==> config.mk <==
export PLATFORM = sky130hd
export DESIGN_NAME = pir_responder
export DESIGN_NICKNAME = d
export VERILOG_FILES = /design/src/pir_pkg.sv /design/src/pir_feature_flags.sv /design/src/pir_responder.sv
export VERILOG_INCLUDE_DIRS = /design/src
export SDC_FILE = /design/constraint.sdc
export NUM_CORES = 1
export LEC_CHECK = 0
export BUFFER_PORTS_ARGS = -buffer_cell sky130_fd_sc_hd__buf_2
export CAP_MARGIN = 20
export CORE_ASPECT_RATIO = 0.6
export CORE_MARGIN = 2
export CORE_UTILIZATION = 31
export CTS_CLUSTER_SIZE = 10
export DETAILED_ROUTE_END_ITERATION = 10
export MAX_ROUTING_LAYER = met4
export PLACE_DENSITY = 0.79
export SETUP_SLACK_MARGIN = 0.4
export SYNTH_ARGS = -nofsm -noshare
export SYNTH_HDL_FRONTEND = slang
export SYNTH_SLANG_ARGS = --single-unit
==> constraint.sdc <==
create_clock -name clk -period 1.15 [get_ports clk]
set_input_delay 0.115 -clock clk [delete_from_list [all_inputs] [get_ports clk]]
set_output_delay 0.115 -clock clk [all_outputs]
set_load 0.005 [all_outputs]
==> src/pir_defines.svh <==
`ifndef PIR_DEFINES_SVH
`define PIR_DEFINES_SVH

// ****************************************************************
// identification levels
// ****************************************************************
`define PIR_LVL_STD0        32'h0000_0000
`define PIR_LVL_STD1        32'h0000_0001
`define PIR_LVL_STD2        32'h0000_0002
`define PIR_LVL_EXT0        32'h8000_0000

// ****************************************************************
// level zero answers
// ****************************************************************
`define PIR_MAX_STD_LEVEL   32'h0000_0002
`define PIR_MAX_EXT_LEVEL   32'h8000_0005

// ****************************************************************
// level one field positions and values
// ****************************************************************
`define PIR_STEP_LSB        0
`define PIR_MODEL_LSB       4
`define PIR_FAMILY_LSB      8
`define PIR_TYPE_LSB        12
`define PIR_MODEL_VAL       4'h4
`define PIR_FAMILY_VAL      4'h5
`define PIR_TYPE_VAL        4'h0
`define PIR_FEAT_FPU        0
`define PIR_FEAT_TSC        4
`define PIR_FEAT_MSR        5
`define PIR_FEAT_CX8        8
`define PIR_FEAT_CMOV       15
`define PIR_FEAT_MMEXT      23
`define PIR_CTL4_TSD_BIT    2

// ****************************************************************
// level two descriptors
// ****************************************************************
`define PIR_DESC_ONCE       8'h01
`define PIR_DESC_XLATE      8'h70
`define PIR_DESC_L1         8'h80

// ****************************************************************
// flags register
// ****************************************************************
`define PIR_IDENTIFY_BIT    21

`endif

==> src/pir_pkg.sv <==
package pir_pkg;

  typedef logic [31:0] pir_word_t;

  typedef enum logic [2:0] {
    PIR_IDLE = 3'b001,
    PIR_RESP = 3'b010,
    PIR_DONE = 3'b100
  } pir_state_e;

endpackage : pir_pkg

==> src/pir_feature_flags.sv <==
`timescale 1ns/1ps
`include "pir_defines.svh"

// ****************************************************************
// level one feature word
// ****************************************************************
module pir_feature_flags (
  // control
  input  wire logic             tsc_protect,
  // result
  output pir_pkg::pir_word_t    features
);

  always_comb begin
    features                       = 32'h0000_0000;
    features[`PIR_FEAT_FPU]        = 1'b1;
    features[`PIR_FEAT_TSC]        = 1'b1;
    features[`PIR_FEAT_MSR]        = 1'b1;
    features[`PIR_FEAT_CX8]        = 1'b1;
    features[`PIR_FEAT_CMOV]       = 1'b1;
    features[`PIR_FEAT_MMEXT]      = 1'b1;
  end

  // the flag stays set; protection only limits the counter read privilege
  logic unused_protect;
  assign unused_protect = tsc_protect;

endmodule : pir_feature_flags

==> src/pir_responder.sv <==
`timescale 1ns/1ps
`include "pir_defines.svh"

// Overview of operation
// [RULE_01] The level answered is chosen from the accumulator value captured at the request.
// [RULE_02] Software may toggle the identify-present bit 21 of the flags register.
// [RULE_03] Level zero returns 2 in the accumulator as the highest standard level.
// [RULE_04] That maximum counts only standard levels, never the extended ones.
// [RULE_05] Level zero returns the twelve-character maker string in base, data, count order.
// [RULE_06] Level one returns stepping, model 4, family 5 and type 0 in the accumulator.
// [RULE_07] Level one returns nothing defined in the base and count registers.
// [RULE_08] Level one sets feature bits 0, 4, 5, 8, 15 and 23 and clears all others.
// [RULE_09] The time stamp counter flag at bit 4 is governed by control register four bit 2; the code keeps bit 4 set and only registers ctl4_tsc_protect.
// [RULE_10] Level two puts translation lookaside buffer descriptor 70h in accumulator bits 15:8.
// [RULE_11] Level two puts 01h in the accumulator low byte; base and count are reserved.
// [RULE_12] Level two puts L1 descriptor 80h in the data register low byte.
// [RULE_13] Input 80000000h returns an accumulator value of at least 80000000h.
// [RULE_14] Input 80000000h returns 80000005h as the highest extended level.
// [RULE_15] Input 80000000h leaves base, count and data reserved.
// [RULE_16] All reserved registers and fields read as zero.
module pir_responder #(
  parameter logic [3:0]  STEPPING = 4'h0,
  // vendor string words; arbitrary neutral values
  parameter logic [31:0] VENDOR_W0 = 32'h6E65_6E55,
  parameter logic [31:0] VENDOR_W1 = 32'h6E67_6972,
  parameter logic [31:0] VENDOR_W2 = 32'h6465_6D61
) (
  // clock and reset
  input  wire logic             clk,
  input  wire logic             rstn,
  // request
  input  wire logic             req_valid,
  input  pir_pkg::pir_word_t    accumulator_in,
  // flags register access
  input  wire logic             flags_wr,
  input  wire logic             flags_id_wdata,
  // control
  input  wire logic             ctl4_tsc_protect,
  // response
  output logic                  rsp_valid,
  output pir_pkg::pir_word_t    accumulator_register,
  output pir_pkg::pir_word_t    base_register,
  output pir_pkg::pir_word_t    count_register,
  output pir_pkg::pir_word_t    data_register,
  output logic                  identify_present_bit,
  output logic                  tsc_protect_r
);

  // ****************************************************************
  // feature word
  // ****************************************************************
  pir_pkg::pir_word_t features;

  pir_feature_flags u_feat (
    .tsc_protect (ctl4_tsc_protect),
    .features    (features)
  );

  // ****************************************************************
  // flags register identify bit
  // ****************************************************************
  always_ff @(posedge clk) begin
    if (!rstn) begin
      identify_present_bit <= 1'b0;
    end else if (flags_wr) begin
      identify_present_bit <= flags_id_wdata; // RULE_02
    end
  end

  // ****************************************************************
  // control register four time stamp protection
  // ****************************************************************
  always_ff @(posedge clk) begin
    if (!rstn) begin
      tsc_protect_r <= 1'b0;
    end else begin
      tsc_protect_r <= ctl4_tsc_protect; // RULE_09
    end
  end

  // ****************************************************************
  // level decode
  // ****************************************************************
  pir_pkg::pir_word_t acc_nxt;
  pir_pkg::pir_word_t base_nxt;
  pir_pkg::pir_word_t count_nxt;
  pir_pkg::pir_word_t data_nxt;

  always_comb begin
    acc_nxt   = 32'h0000_0000; // RULE_16
    base_nxt  = 32'h0000_0000; // RULE_07
    count_nxt = 32'h0000_0000; // RULE_15
    data_nxt  = 32'h0000_0000;
    unique case (accumulator_in) // RULE_01
      `PIR_LVL_STD0: begin
        acc_nxt   = `PIR_MAX_STD_LEVEL; // RULE_03 RULE_04
        base_nxt  = VENDOR_W0; // RULE_05
        data_nxt  = VENDOR_W1;
        count_nxt = VENDOR_W2;
      end
      `PIR_LVL_STD1: begin
        acc_nxt[`PIR_STEP_LSB+:4]   = STEPPING; // RULE_06
        acc_nxt[`PIR_MODEL_LSB+:4]  = `PIR_MODEL_VAL;
        acc_nxt[`PIR_FAMILY_LSB+:4] = `PIR_FAMILY_VAL;
        acc_nxt[`PIR_TYPE_LSB+:4]   = `PIR_TYPE_VAL;
        data_nxt                    = features; // RULE_08
      end
      `PIR_LVL_STD2: begin
        acc_nxt[7:0]  = `PIR_DESC_ONCE; // RULE_11
        acc_nxt[15:8] = `PIR_DESC_XLATE; // RULE_10
        data_nxt[7:0] = `PIR_DESC_L1; // RULE_12
      end
      `PIR_LVL_EXT0: begin
        acc_nxt = `PIR_MAX_EXT_LEVEL; // RULE_13 RULE_14
      end
      default: begin
        acc_nxt = 32'h0000_0000;
      end
    endcase
  end

  // ****************************************************************
  // response state
  // ****************************************************************
  pir_pkg::pir_state_e state_r;

  always_ff @(posedge clk) begin
    if (!rstn) begin
      state_r <= pir_pkg::PIR_IDLE;
    end else begin
      unique case (state_r)
        pir_pkg::PIR_IDLE: state_r <= req_valid ? pir_pkg::PIR_RESP : pir_pkg::PIR_IDLE;
        pir_pkg::PIR_RESP: state_r <= req_valid ? pir_pkg::PIR_RESP : pir_pkg::PIR_DONE;
        pir_pkg::PIR_DONE: state_r <= req_valid ? pir_pkg::PIR_RESP : pir_pkg::PIR_IDLE;
        default:           state_r <= pir_pkg::PIR_IDLE;
      endcase
    end
  end

  // ****************************************************************
  // response registers
  // ****************************************************************
  always_ff @(posedge clk) begin
    if (!rstn) begin
      rsp_valid <= 1'b0;
    end else begin
      rsp_valid <= req_valid;
    end
  end

  always_ff @(posedge clk) begin
    if (!rstn) begin
      accumulator_register <= 32'h0000_0000;
      base_register        <= 32'h0000_0000;
      count_register       <= 32'h0000_0000;
      data_register        <= 32'h0000_0000;
    end else if (req_valid) begin
      accumulator_register <= acc_nxt; // RULE_01
      base_register        <= base_nxt;
      count_register       <= count_nxt;
      data_register        <= data_nxt;
    end
  end
endmodule : pir_responder

# [After elaboration in Yosys (flattened, before gate mapping)]
# Cells that the tools add are included.
[op_classes] eq_ne=3 mux=6 n_reduce_logical=1
[ops] op="two-way mux 31 bit" count=2
[ops] op="one-hot mux 15 bit (4 select lines)" count=1
[ops] op="one-hot mux 23 bit (2 select lines)" count=1
[ops] op="equality test 32 x 1 -> 1 bit, second input constant" count=1
[ops] op="equality test 32 x 2 -> 1 bit, second input constant" count=1
[ops] op="equality test 32 bit, second input constant" count=1
[ops] op="zero test 32 bit" count=1
[ops] op="one-hot mux 8 bit (3 select lines)" count=1
[ops] op="two-way mux 16 bit" count=1
[totals] ff_bits=131 wordCells=17

# [Longest topological paths before layout]
# Gate-level depths: netlist (run 1).
[depth] depth_word=2 depth_mapped=4

# [By module]
# From an unflattened synthesis (run 1), not the netlist that was laid out.
[unflattened] cells_unflattened=322 hier_area_um2=2660.1
[by_module_without_submodules] mod="pir_responder" n_inst=1 cells_per_inst=288 area_each_um2=2412.3
[by_module_without_submodules] mod="pir_feature_flags" n_inst=1 cells_per_inst=34 area_each_um2=247.7

# [Worst setup path before layout (run 1)]
# Ideal clock, no wire load.
[synth_path] path_kind="register to output" startpoint="reg data_register[6] (netlist name)" endpoint="out base_register[10]" arrival_ns=1.098 path_slack_ns=-0.063 path_stages_with_launch=2 path_cell_list="dfxtp_1 buf_4"
[synth_lines] element="end, declared" line_no="pir_responder.sv:42" source="output pir_pkg::pir_word_t base_register,"

==> key figures, run 1 <==
Route
  • DRC violations left: 0
  • Post-route ant nets: 0
  • Vias: 1,066
  • DRT Wirelength: 3320 µm
  • Via/cell ratio: 3.57
  • WL/cell: 11.1 µm
  • Iter 0 DRT Violations: 4
  • First-pass iteration count of the detailed router: 4

Final layout
  • NumNets Final: 275
  • Finished Layout Cells: 299
  • # diodes: 0
  • Layout cells sized above 1: 62.7%
  • Area growth, synth to finish: 51.9%

Pwr
  • Total power: 1.08 mW
  • VDD IR max: 0.385 mV
  • P_leak: 1.21 nW
  • Power density over the cells: 482 nW/µm²

Setup path
  • Worst r2r path cells: 3
  • Type of origin of the critical path: flip-flop
  • Worst setup EP type: primary output
  • Setup CP Type: reg2out
  • R2r endpoint: data_register[6]
  • Required time worst endpoint: 1.03 ns
  • Reg-to-reg startpoint: data_register[6]
  • Flop-to-flop setup slack: 0.22 ns
  • Max FO, Critical Path: 8
  • Critical Path AT: 0.99 ns

Clock tree
  • Htree depth: 1
  • Max clock buf depth: 2
  • Clk_lat worst skew: 0.24 ns
  • CTS Buf Count: 3
  • Clk root buf: clkbuf_8
  • Hold bufs inserted after CTS: 0
  • Clock transition at path regs: 0.05 ns
  • CTS sink count: 13
  • CTS tree: done

Timing
  • Min cycle time layout: 1.11 ns
  • Setup TNS: 0 ns
  • Clock skew: 0 ns
  • Period utilization: 96.4%
  • Worst setup slack after layout: 0.0417 ns
  • Final hold viol count: 0
  • Hold Slack: 0.0770 ns
  • Fmax: 902 MHz
  • Fin. max-slew vios: 0
  • # setup viols final: 0
  • RSZ-0062 raised after global routing: yes

Global routing
  • Vias in the first global route: 707
  • M3 GR Usage: 3.30%
  • Grt met2 use: 15.2%
  • First-pass GRT wire length: 3300 µm
  • Global routing usage summed across all routing layers: 8.53%
  • Initial antenna violation count: 0
  • Pin count of the biggest net entering global routing: 19
  • GR peak layer: met2
  • Global routing usage on met1: 8.83%
  • Overflow after GRT: 0

Yosys
  • Area contributors post-synth: buf_4, dfxtp_1, nor4_4
  • Synth unique cells: 22
  • Commonest cells post-synth: buf_4, dfxtp_1
  • Syn Inst Count: 168
  • Synth warn: 0
  • Count leader, synth: buf_4
  • Post-Syn Area per Cell: 8.75 µm²
  • Synthesized flop and latch total: 13
  • Ys flop type: dfxtp_1
  • Async set-reset flop share out of synthesis: 0%
  • Leading area contributor after synthesis: buf_4
  • Top cell type's share of synthesized area: 60.3%
  • Mapped Area: 1470 µm²
  • Sequential share of the synthesized area: 17.7%
  • Number of synthesized flops with an enable pin: 0

Placement
  • Gpl congestion: 0.736
  • Post-DP HPWL: 2120 µm
  • DP Cell Count: 279
  • Pre-CTS WS: -0.203 ns
  • Port buffer count: 105

Die
  • Chip Height: 57.3 µm
  • Die width: 92.9 µm
  • Core area: 4560 µm²
  • Initial Utilization: 32.2%
  • DIE AREA: 5330 µm²
  • Rows: 19
  • I/O pin count: 169

Job
  • Max Cap Viol: 0

Hold path
  • WHS Endpoint: tsc_protect_r
  • Hold Crit Start: ctl4_tsc_protect
  • HP Class: in2reg
  • WHS Path Cells: 2

Run status
  • Status: completed
-- where the power goes --
| group | switching [mW] | leakage, nW | internal, mW |
|---|---|---|---|
| clock network | 0.162 | 0.0228 | 0.245 |
| registers | 0.00185 | 0.112 | 0.450 |
| logic | 0.126 | 1.07 | 0.0910 |
-- per-layer routing --
metal	share of wire (%)	vias to the layer above
li1	-	500
met3	9.3	5
met5	0	-
met2	54	76
met4	1.1	0
met1	35	485
-- cell families after synthesis --
| logic type | Yosys count | share of synthesized area, % |
|---|---|---|
| and+or+nand+nor | 22 | 14.3 |
| DFF | 13 | 17.7 |
| AOI/OAI and AO/OA | 10 | 5.70 |
| xor gates and xnor gates | 1 | 0.596 |
| muxes | 1 | 0.681 |
| buffers and inverters | 120 | 60.8 |
| other | 1 | 0.255 |
-- worst max path at each step --
stage                             from                 endpoint  slack [ns]
global route         accumulator_in[4]  accumulator_register[2]       -0.02
detailed placement  accumulator_in[20]        data_register[29]       -0.20
floorplan           accumulator_in[20]  accumulator_register[2]        0.04
CTS                  accumulator_in[3]        data_register[29]        0.12
global placement    accumulator_in[12]  accumulator_register[2]       -0.20
finish                data_register[6]       count_register[13]        0.04
-- critical path, cell delays in order, from the launching register on --
cell       delay (ns)
dfxtp_4          0.46
clkbuf_16        0.19
buf_6            0.09
-- cell usage in the layout, fill, tap and decap left out, drive strengths merged --
master  count
buf       117
conb       63
dfxtp      13
clkbuf      8
nor4        7
nor2        3
and2b       3
a21o        3
a22o        3
nor4b       2
nand4       2
a32o        2
o21a        2
and2        2
inv         1
nand2b      1
nor3        1
xor2        1
mux2i       1
nor2b       1
-- sequential cells by signal, summed over array words and instances, names as in the netlist --
signal / flops
accumulator_register: 4
tsc_protect_r: 1
rsp_valid: 1
data_register: 6
identify_present_bit: 1
-- per-stage QoR --
stage	cell area [µm²]	util [%]
floorplan	1900	-
CTS	1710	37.4
global route	2230	48.9
finish	2230	48.9
detailed placement	1490	32.7
global placement	1490	32.7
-- layout make-up --
cell class / count / area [µm²]
well taps: 63 / 78.8
repair buffers: 121 / 1170
fillers: 415 / 2330
flip-flops and latches: 13 / 283
inverters: 1 / 3.75
clock buffers: 4 / 45.0
multi-input cells: 97 / 653
-- what timing repair did --
item | CTS | global route
buffers inserted | 3 | 7
setup endpoints to repair | 78 | 78
gates resized for setup | 29 | 62
gates cloned | 0 | 6
endpoints found under the hold margin | 0 | 0
pin swaps | 7 | 9
Note: power is estimated with default switching activity, not from simulation.
==> run 2: changes to the inputs <==
Settings changed: PLACE_DENSITY 0.79 to 0.78.
Clock period 1.15 ns to 1 ns, I/O delays scaled along.
==> run 2 against run 1 <==
Against the previous run:
- worst hold slack worse by 0.018 ns
- first-iteration DRC count unchanged
- count of clock-buffer cells in the layout unchanged
- utilization down 3.4 points
- highest routed layer unchanged
- largest cell class unchanged
- die area unchanged
- global-route usage up 0.97 points
- the flow now finishes with violations (negative setup slack)
- critical path type unchanged
==> key figures, run 2 (same netlist as run 1, synthesis figures left out) <==
Clock tree
  • Clk_lat worst skew: 0.24 ns (about the same)
  • Clk root buf: clkbuf_8
  • CTS tree: done
  • Max clock buf depth: 2 (unchanged)
  • CTS Buf Count: 3 (unchanged)
  • Htree depth: 1 (unchanged)
  • Clock transition at path regs: 0.05 ns (about the same)
  • Hold bufs inserted after CTS: 0 (unchanged)
  • CTS sink count: 13 (unchanged)

Route
  • Top sig layer: met4
  • WL met1: 1250 µm (+7.2%)
  • Post-route ant nets: 0 (unchanged)
  • DRC violations left: 0 (unchanged)
  • Iter 0 DRT Violations: 4 (unchanged)
  • Via/cell ratio: 3.52 (-1.3%)
  • DRT Wirelength: 3200 µm (-3.8%)
  • Vias: 1,038 (-2.6%)
  • First-pass iteration count of the detailed router: 2 (-2)
  • Met3 wire length: 306 µm (-0.65%)
  • Routed length on met2: 1590 µm (-12%)
  • WL/cell: 10.8 µm (-2.5%)

Hold path
  • Hold Crit Start: ctl4_tsc_protect
  • WHS Path Cells: 2 (unchanged)
  • HP Class: in2reg
  • WHS Endpoint: tsc_protect_r

Global routing
  • Initial antenna violation count: 0 (unchanged)
  • Global routing usage summed across all routing layers: 9.50% (+0.97 points)
  • First-pass GRT wire length: 3870 µm (+17%)
  • Vias in the first global route: 827 (+17%)
  • Overflow after GRT: 0 (unchanged)
  • Pin count of the biggest net entering global routing: 19 (unchanged)

Timing
  • Worst setup slack after layout: -0.0478 ns (-0.0896 ns)
  • Fin. max-slew vios: 0 (unchanged)
  • Period utilization: 105%
  • Final hold viol count: 0 (unchanged)
  • RSZ-0062 raised after global routing: yes
  • # setup viols final: 39 (+39)
  • Min cycle time layout: 1.05 ns
  • Clock skew: 0 ns (unchanged)
  • Fmax: 954 MHz

Setup path
  • Setup CP Type: reg2out
  • Worst setup path start: data_register[6]
  • Max FO, Critical Path: 6 (-2)
  • Reg-to-reg startpoint: data_register[6]
  • Flop-to-flop setup slack: 0.07 ns (-0.15 ns)
  • Worst r2r path cells: 3 (unchanged)
  • Critical Path AT: 0.95 ns (-0.04 ns)
  • Worst setup EP type: primary output
  • Type of origin of the critical path: flip-flop
  • Required time worst endpoint: 0.90 ns (-0.13 ns)
  • R2r endpoint: data_register[6]

Final layout
  • NumNets Final: 271 (-1.5%)
  • Largest register by flop count: data_register
  • Finished Layout Cells: 295 (-1.3%)
  • Fillers: 422 (+1.7%)
  • Area growth, synth to finish: 41.4%
  • Largest regs: data_register: 6 flops, accumulator_register: 4 flops
  • # diodes: 0 (unchanged)
  • Max reg flops: 6 (unchanged)
  • Layout cells sized above 1: 61.6% (-1.1 points)
  • Post-route cell area: 2080 µm² (-6.9%)
  • Commonest cells after routing, fill and taps aside: conb_1, buf_2, buf_6
  • Commonest non-fill, non-tap cell in the layout: conb_1
  • Post-layout util: 45.6% (-3.4 points)

Die
  • Chip Height: 57.3 µm (unchanged)
  • Die width: 92.9 µm (unchanged)
  • Initial Utilization: 32.2% (unchanged)
  • Core area: 4560 µm² (unchanged)
  • DIE AREA: 5330 µm² (unchanged)
  • I/O pin count: 169 (unchanged)
  • Rows: 19 (unchanged)

Placement
  • Port buffer count: 105 (unchanged)
  • Placed cell areas: 1510 µm² (+0.75%)
  • DP Cell Count: 280 (+0.36%)
  • Post-DP HPWL: 2190 µm (+3.3%)
  • Pre-CTS WS: -0.337 ns (-0.133 ns)
  • Gpl congestion: 0.709 (-3.6%)

Run status
  • Failing checks: negative setup slack
  • Status: finished, violations left

Pwr
  • P_leak: 1.17 nW (-2.7%)
  • Total power: 1.25 mW (+16%)
  • VDD IR max: 0.432 mV (+12%)
  • Power density over the cells: 602 nW/µm² (+25%)

Job
  • Max Cap Viol: 0 (unchanged)
-- run 2: changes by cell type in the layout (fill, tap and decap cells not counted), sizes merged --
cell and delta:
clkbuf -2, buf -2
-- run 2: area by class of cell --
class | count | area, µm² | area share (%)
repair buffers | 117 | 1020 | 48.9
multi-input cells | 97 | 653 | 31.4
flip-flops and latches | 13 | 282 | 13.5
well taps | 63 | 78.8 | 3.79
clock buffers | 4 | 45.0 | 2.17
inverters | 1 | 3.75 | 0.181
-- run 2: power by group --
| group | switching, mW | internal, mW |
|---|---|---|
| Clock | 0.190 | 0.282 |
| Sequential | 0.00162 | 0.517 |
| Combinational | 0.147 | 0.114 |
| Total | 0.339 | 0.913 |
-- run 2: worst max path at each step --
stage	endpoint	depth (start not counted)
2_1_floorplan	accumulator_register[2]	4
3_3_place_gp	data_register[23]	5
3_5_place_dp	data_register[23]	5
4_1_cts	data_register[6]	5
5_1_grt	data_register[6]	5
6_report	base_register[4]	2
-- run 2: worst max-delay path, stage by stage, from the launching register on --
cell	delay [ns]
dfxtp_4	0.43
clkbuf_16	0.17
buf_2	0.10
-- run 2: metal layers --
layer	track usage (%)	vias up
li1	-	493
met1	11.4	460
met2	16.4	79
met3	0.793	6
met4	4.41	0
met5	-	-
-- run 2: stage by stage --
stage / setup TNS [ns] / hold slack [ns]
final: -0.957 / 0.0587
after global routing: -2.94 / 0.0679
after CTS: -0.219 / 0.0550
after detailed placement: -3.07 / 0.311
after global placement: -2.61 / 0.308
after floorplan: -0.644 / 0.218
-- run 2: repair_timing --
action	4_1_cts	5_1_grt
setup buffers	4	3
endpoints found under the setup margin	79	79
pin swaps	9	8
resized for setup	56	18
gates cloned	0	4
==> run 3: changes to the inputs <==
Settings changed: ABC_AREA set to 1, CORE_UTILIZATION 31 to 32, CTS_CLUSTER_DIAMETER set to 60, PLACE_DENSITY 0.78 to 0.77.
==> run 3 against run 2 <==
Against the previous run:
- largest cell class unchanged
- die area rose by 7.0%
- routed wire length fell by 1.3%
- combinational power rose by 35%
- final cell count rose by 25%
- sequential share of layout area fell by 0.41 points
- worst hold slack got worse by 0.017 ns
- clock power barely moved
- count of clock-buffer cells in the layout did not move
- design area rose by 5.8%
- maximum frequency rose by 8.6%
- the flow now finishes without violations
- critical path type unchanged
==> key figures, run 3 <==
Setup path
  • Crit-path slowest cell: dfxtp_4
  • Worst setup EP type: primary output
  • Crit path max-delay family: flip-flops
  • Type of origin of the critical path: flip-flop
  • Max FO, Critical Path: 18 (+12)
  • Buffers & Inverters on Critical Path: 2 (unchanged)
  • Critical Path AT: 0.87 ns (-0.08 ns)
  • Setup CP Type: reg2out
  • Crit-path max cell delay: 0.36 ns (-0.07 ns)
  • Required time worst endpoint: 0.90 ns (about the same)
  • Cell chain of the critical path: buf_12 > buf_2

Yosys
  • Number of synthesized flops with an enable pin: 0 (unchanged)
  • Area contributors post-synth: buf_4, dfxtp_1, inv_1
  • Synthesized flop and latch total: 13 (unchanged)
  • Post-Syn Area per Cell: 6.76 µm² (-23%)
  • Synth unique cells: 19 (-14%)
  • Mapped Area: 1630 µm² (+11%)
  • Commonest cells post-synth: buf_4, inv_1, nand2_1
  • Ys flop type: dfxtp_1
  • Leading area contributor after synthesis: buf_4
  • Count leader, synth: buf_4
  • Synth warn: 0 (unchanged)
  • Async set-reset flop share out of synthesis: 0% (unchanged)
  • Top cell type's share of synthesized area: 54.8% (-5.5 points)
  • Syn Inst Count: 241 (+43%)
  • Sequential share of the synthesized area: 16.0% (-1.7 points)

Global routing
  • Vias in the first global route: 1,030 (+25%)
  • Pin count of the biggest net entering global routing: 19 (unchanged)
  • Global routing usage summed across all routing layers: 10.4% (+0.95 points)
  • Initial antenna violation count: 0 (unchanged)
  • First-pass GRT wire length: 4430 µm (+14%)
  • Overflow after GRT: 0 (unchanged)

Timing
  • Worst setup slack after layout: 0.0349 ns (+0.0827 ns)
  • # setup viols final: 0 (-100%)
  • Fmax: 1040 MHz (+8.6%)
  • Fin. max-slew vios: 0 (unchanged)
  • Period utilization: 96.5% (-8.3 points)
  • Hold Slack: 0.0422 ns (-0.0165 ns)
  • Clock skew: 0 ns (unchanged)
  • RSZ-0062 raised after global routing: yes
  • Min cycle time layout: 0.965 ns (-0.0827 ns)
  • Final hold viol count: 0 (unchanged)

Die
  • Die width: 96.1 µm (+3.5%)
  • Rows: 20 (+1)
  • I/O pin count: 169 (unchanged)
  • Initial Utilization: 32.7% (+0.53 points)
  • Chip Height: 59.3 µm (+3.4%)
  • Core area: 4980 µm² (+9.1%)
  • DIE AREA: 5700 µm² (+7.0%)

Job
  • Max Cap Viol: 0 (unchanged)

Clock tree
  • CTS Buf Count: 3 (unchanged)
  • Hold bufs inserted after CTS: 0 (unchanged)
  • CTS sink count: 13 (unchanged)
  • CTS tree: done
  • Clk_lat worst skew: 0.24 ns (about the same)
  • Clk root buf: clkbuf_8
  • Max clock buf depth: 2 (unchanged)
  • Htree depth: 1 (unchanged)
  • Clock transition at path regs: 0.05 ns (about the same)

Final layout
  • # diodes: 0 (unchanged)
  • Fillers: 507 (+20%)
  • Layout cells sized above 1: 66.7% (+5.0 points)
  • Multi-input logic area: 717 µm² (+9.8%)
  • Area growth, synth to finish: 35.0%
  • FF/Latch Area: 289 µm² (+2.7%)
  • Max reg flops: 6 (unchanged)
  • Largest regs: data_register: 6 flops, accumulator_register: 4 flops
  • Commonest non-fill, non-tap cell in the layout: buf_2
  • NumNets Final: 342 (+26%)
  • Largest register by flop count: data_register
  • Commonest cells after routing, fill and taps aside: buf_2, conb_1, buf_6

Route
  • Post-route ant nets: 0 (unchanged)
  • WL/cell: 8.55 µm (-21%)
  • Vias: 1,328 (+28%)
  • Iter 0 DRT Violations: 35 (+31)
  • Via/cell ratio: 3.60 (+2.3%)
  • DRC violations left: 0 (unchanged)
  • First-pass iteration count of the detailed router: 2 (unchanged)
  • DRT Wirelength: 3160 µm (-1.3%)

Pwr
  • Total power: 1.34 mW (+7.4%)
  • Power density over the cells: 611 nW/µm² (+1.5%)
  • P_leak: 1.27 nW (+8.1%)
  • VDD IR max: 0.568 mV (+31%)

Hold path
  • HP Class: in2reg

Placement
  • Port buffer count: 105 (unchanged)
  • Pre-CTS WS: -0.121 ns (+0.216 ns)
  • Post-DP HPWL: 2430 µm (+11%)
  • Gpl congestion: 0.723 (+2.0%)

Run status
  • Status: completed
run 3: kinds of logic after synthesis:
family | share of synthesized area, %
compound gates | 4.68
buf+inv | 63.5
other cells | 0.230
flops | 16.0
simple gates | 15.6
run 3: tightest hold or removal path, delay by kind of cell:
kind	cells	cell delay, ns
buf+inv	2	0.12
simple gates	1	0.04
run 3: where the power goes:
group,switching [mW],internal (mW),total [mW]
sequential,0.00611,0.518,0.524
combinational,0.192,0.159,0.352
clock,0.187,0.282,0.469
total,0.386,0.959,1.34
run 3: final cells by class:
class | instances | share of cell area (%)
well taps | 66 | 3.75
clock buffers | 4 | 2.05
inverters | 38 | 8.07
repair buffers | 115 | 40.4
flip-flops and latches | 13 | 13.1
multi-input cells | 133 | 32.6
run 3: path summary, 6_finish.rpt:
kind | startpoint | to | slack (ns) | cells past startpoint
worst max-delay path | data_register[6] | count_register[26] | 0.03 | 2
worst min-delay path | ctl4_tsc_protect | tsc_protect_r | 0.04 | 3
worst max register to register | data_register[6] | data_register[6] | 0.14 | 4
worst min register to register | data_register[8] | data_register[8] | 0.48 | 2
run 3: metal layers:
metal  global-route usage (%)  part of all wire [%]  up-vias
li1                         -                     -      651
met3                     3.31                    11        4
met5                        -                     0        -
met1                     11.1                    34      598
met2                     19.3                    54       75
met4                     1.84                  0.38        0
run 3: per-stage QoR:
stage | instance area [µm²] | utilization [%] | cells | setup TNS, ns
2_1_floorplan | 1980 | - | 303 | 0
3_3_place_gp | 1630 | 32.7 | 356 | -0.290
3_5_place_dp | 1630 | 32.7 | 356 | -0.459
4_1_cts | 1960 | 39.3 | 367 | 0
5_1_grt | 2200 | 44.2 | 369 | -0.118
6_report | 2200 | 44.2 | 369 | 0
run 3: repair_timing:
item	in CTS	in global routing
setup endpoints to repair	79	79
gates resized for setup	64	51
pin swaps	25	17
setup buffers	7	2
gates cloned	0	0
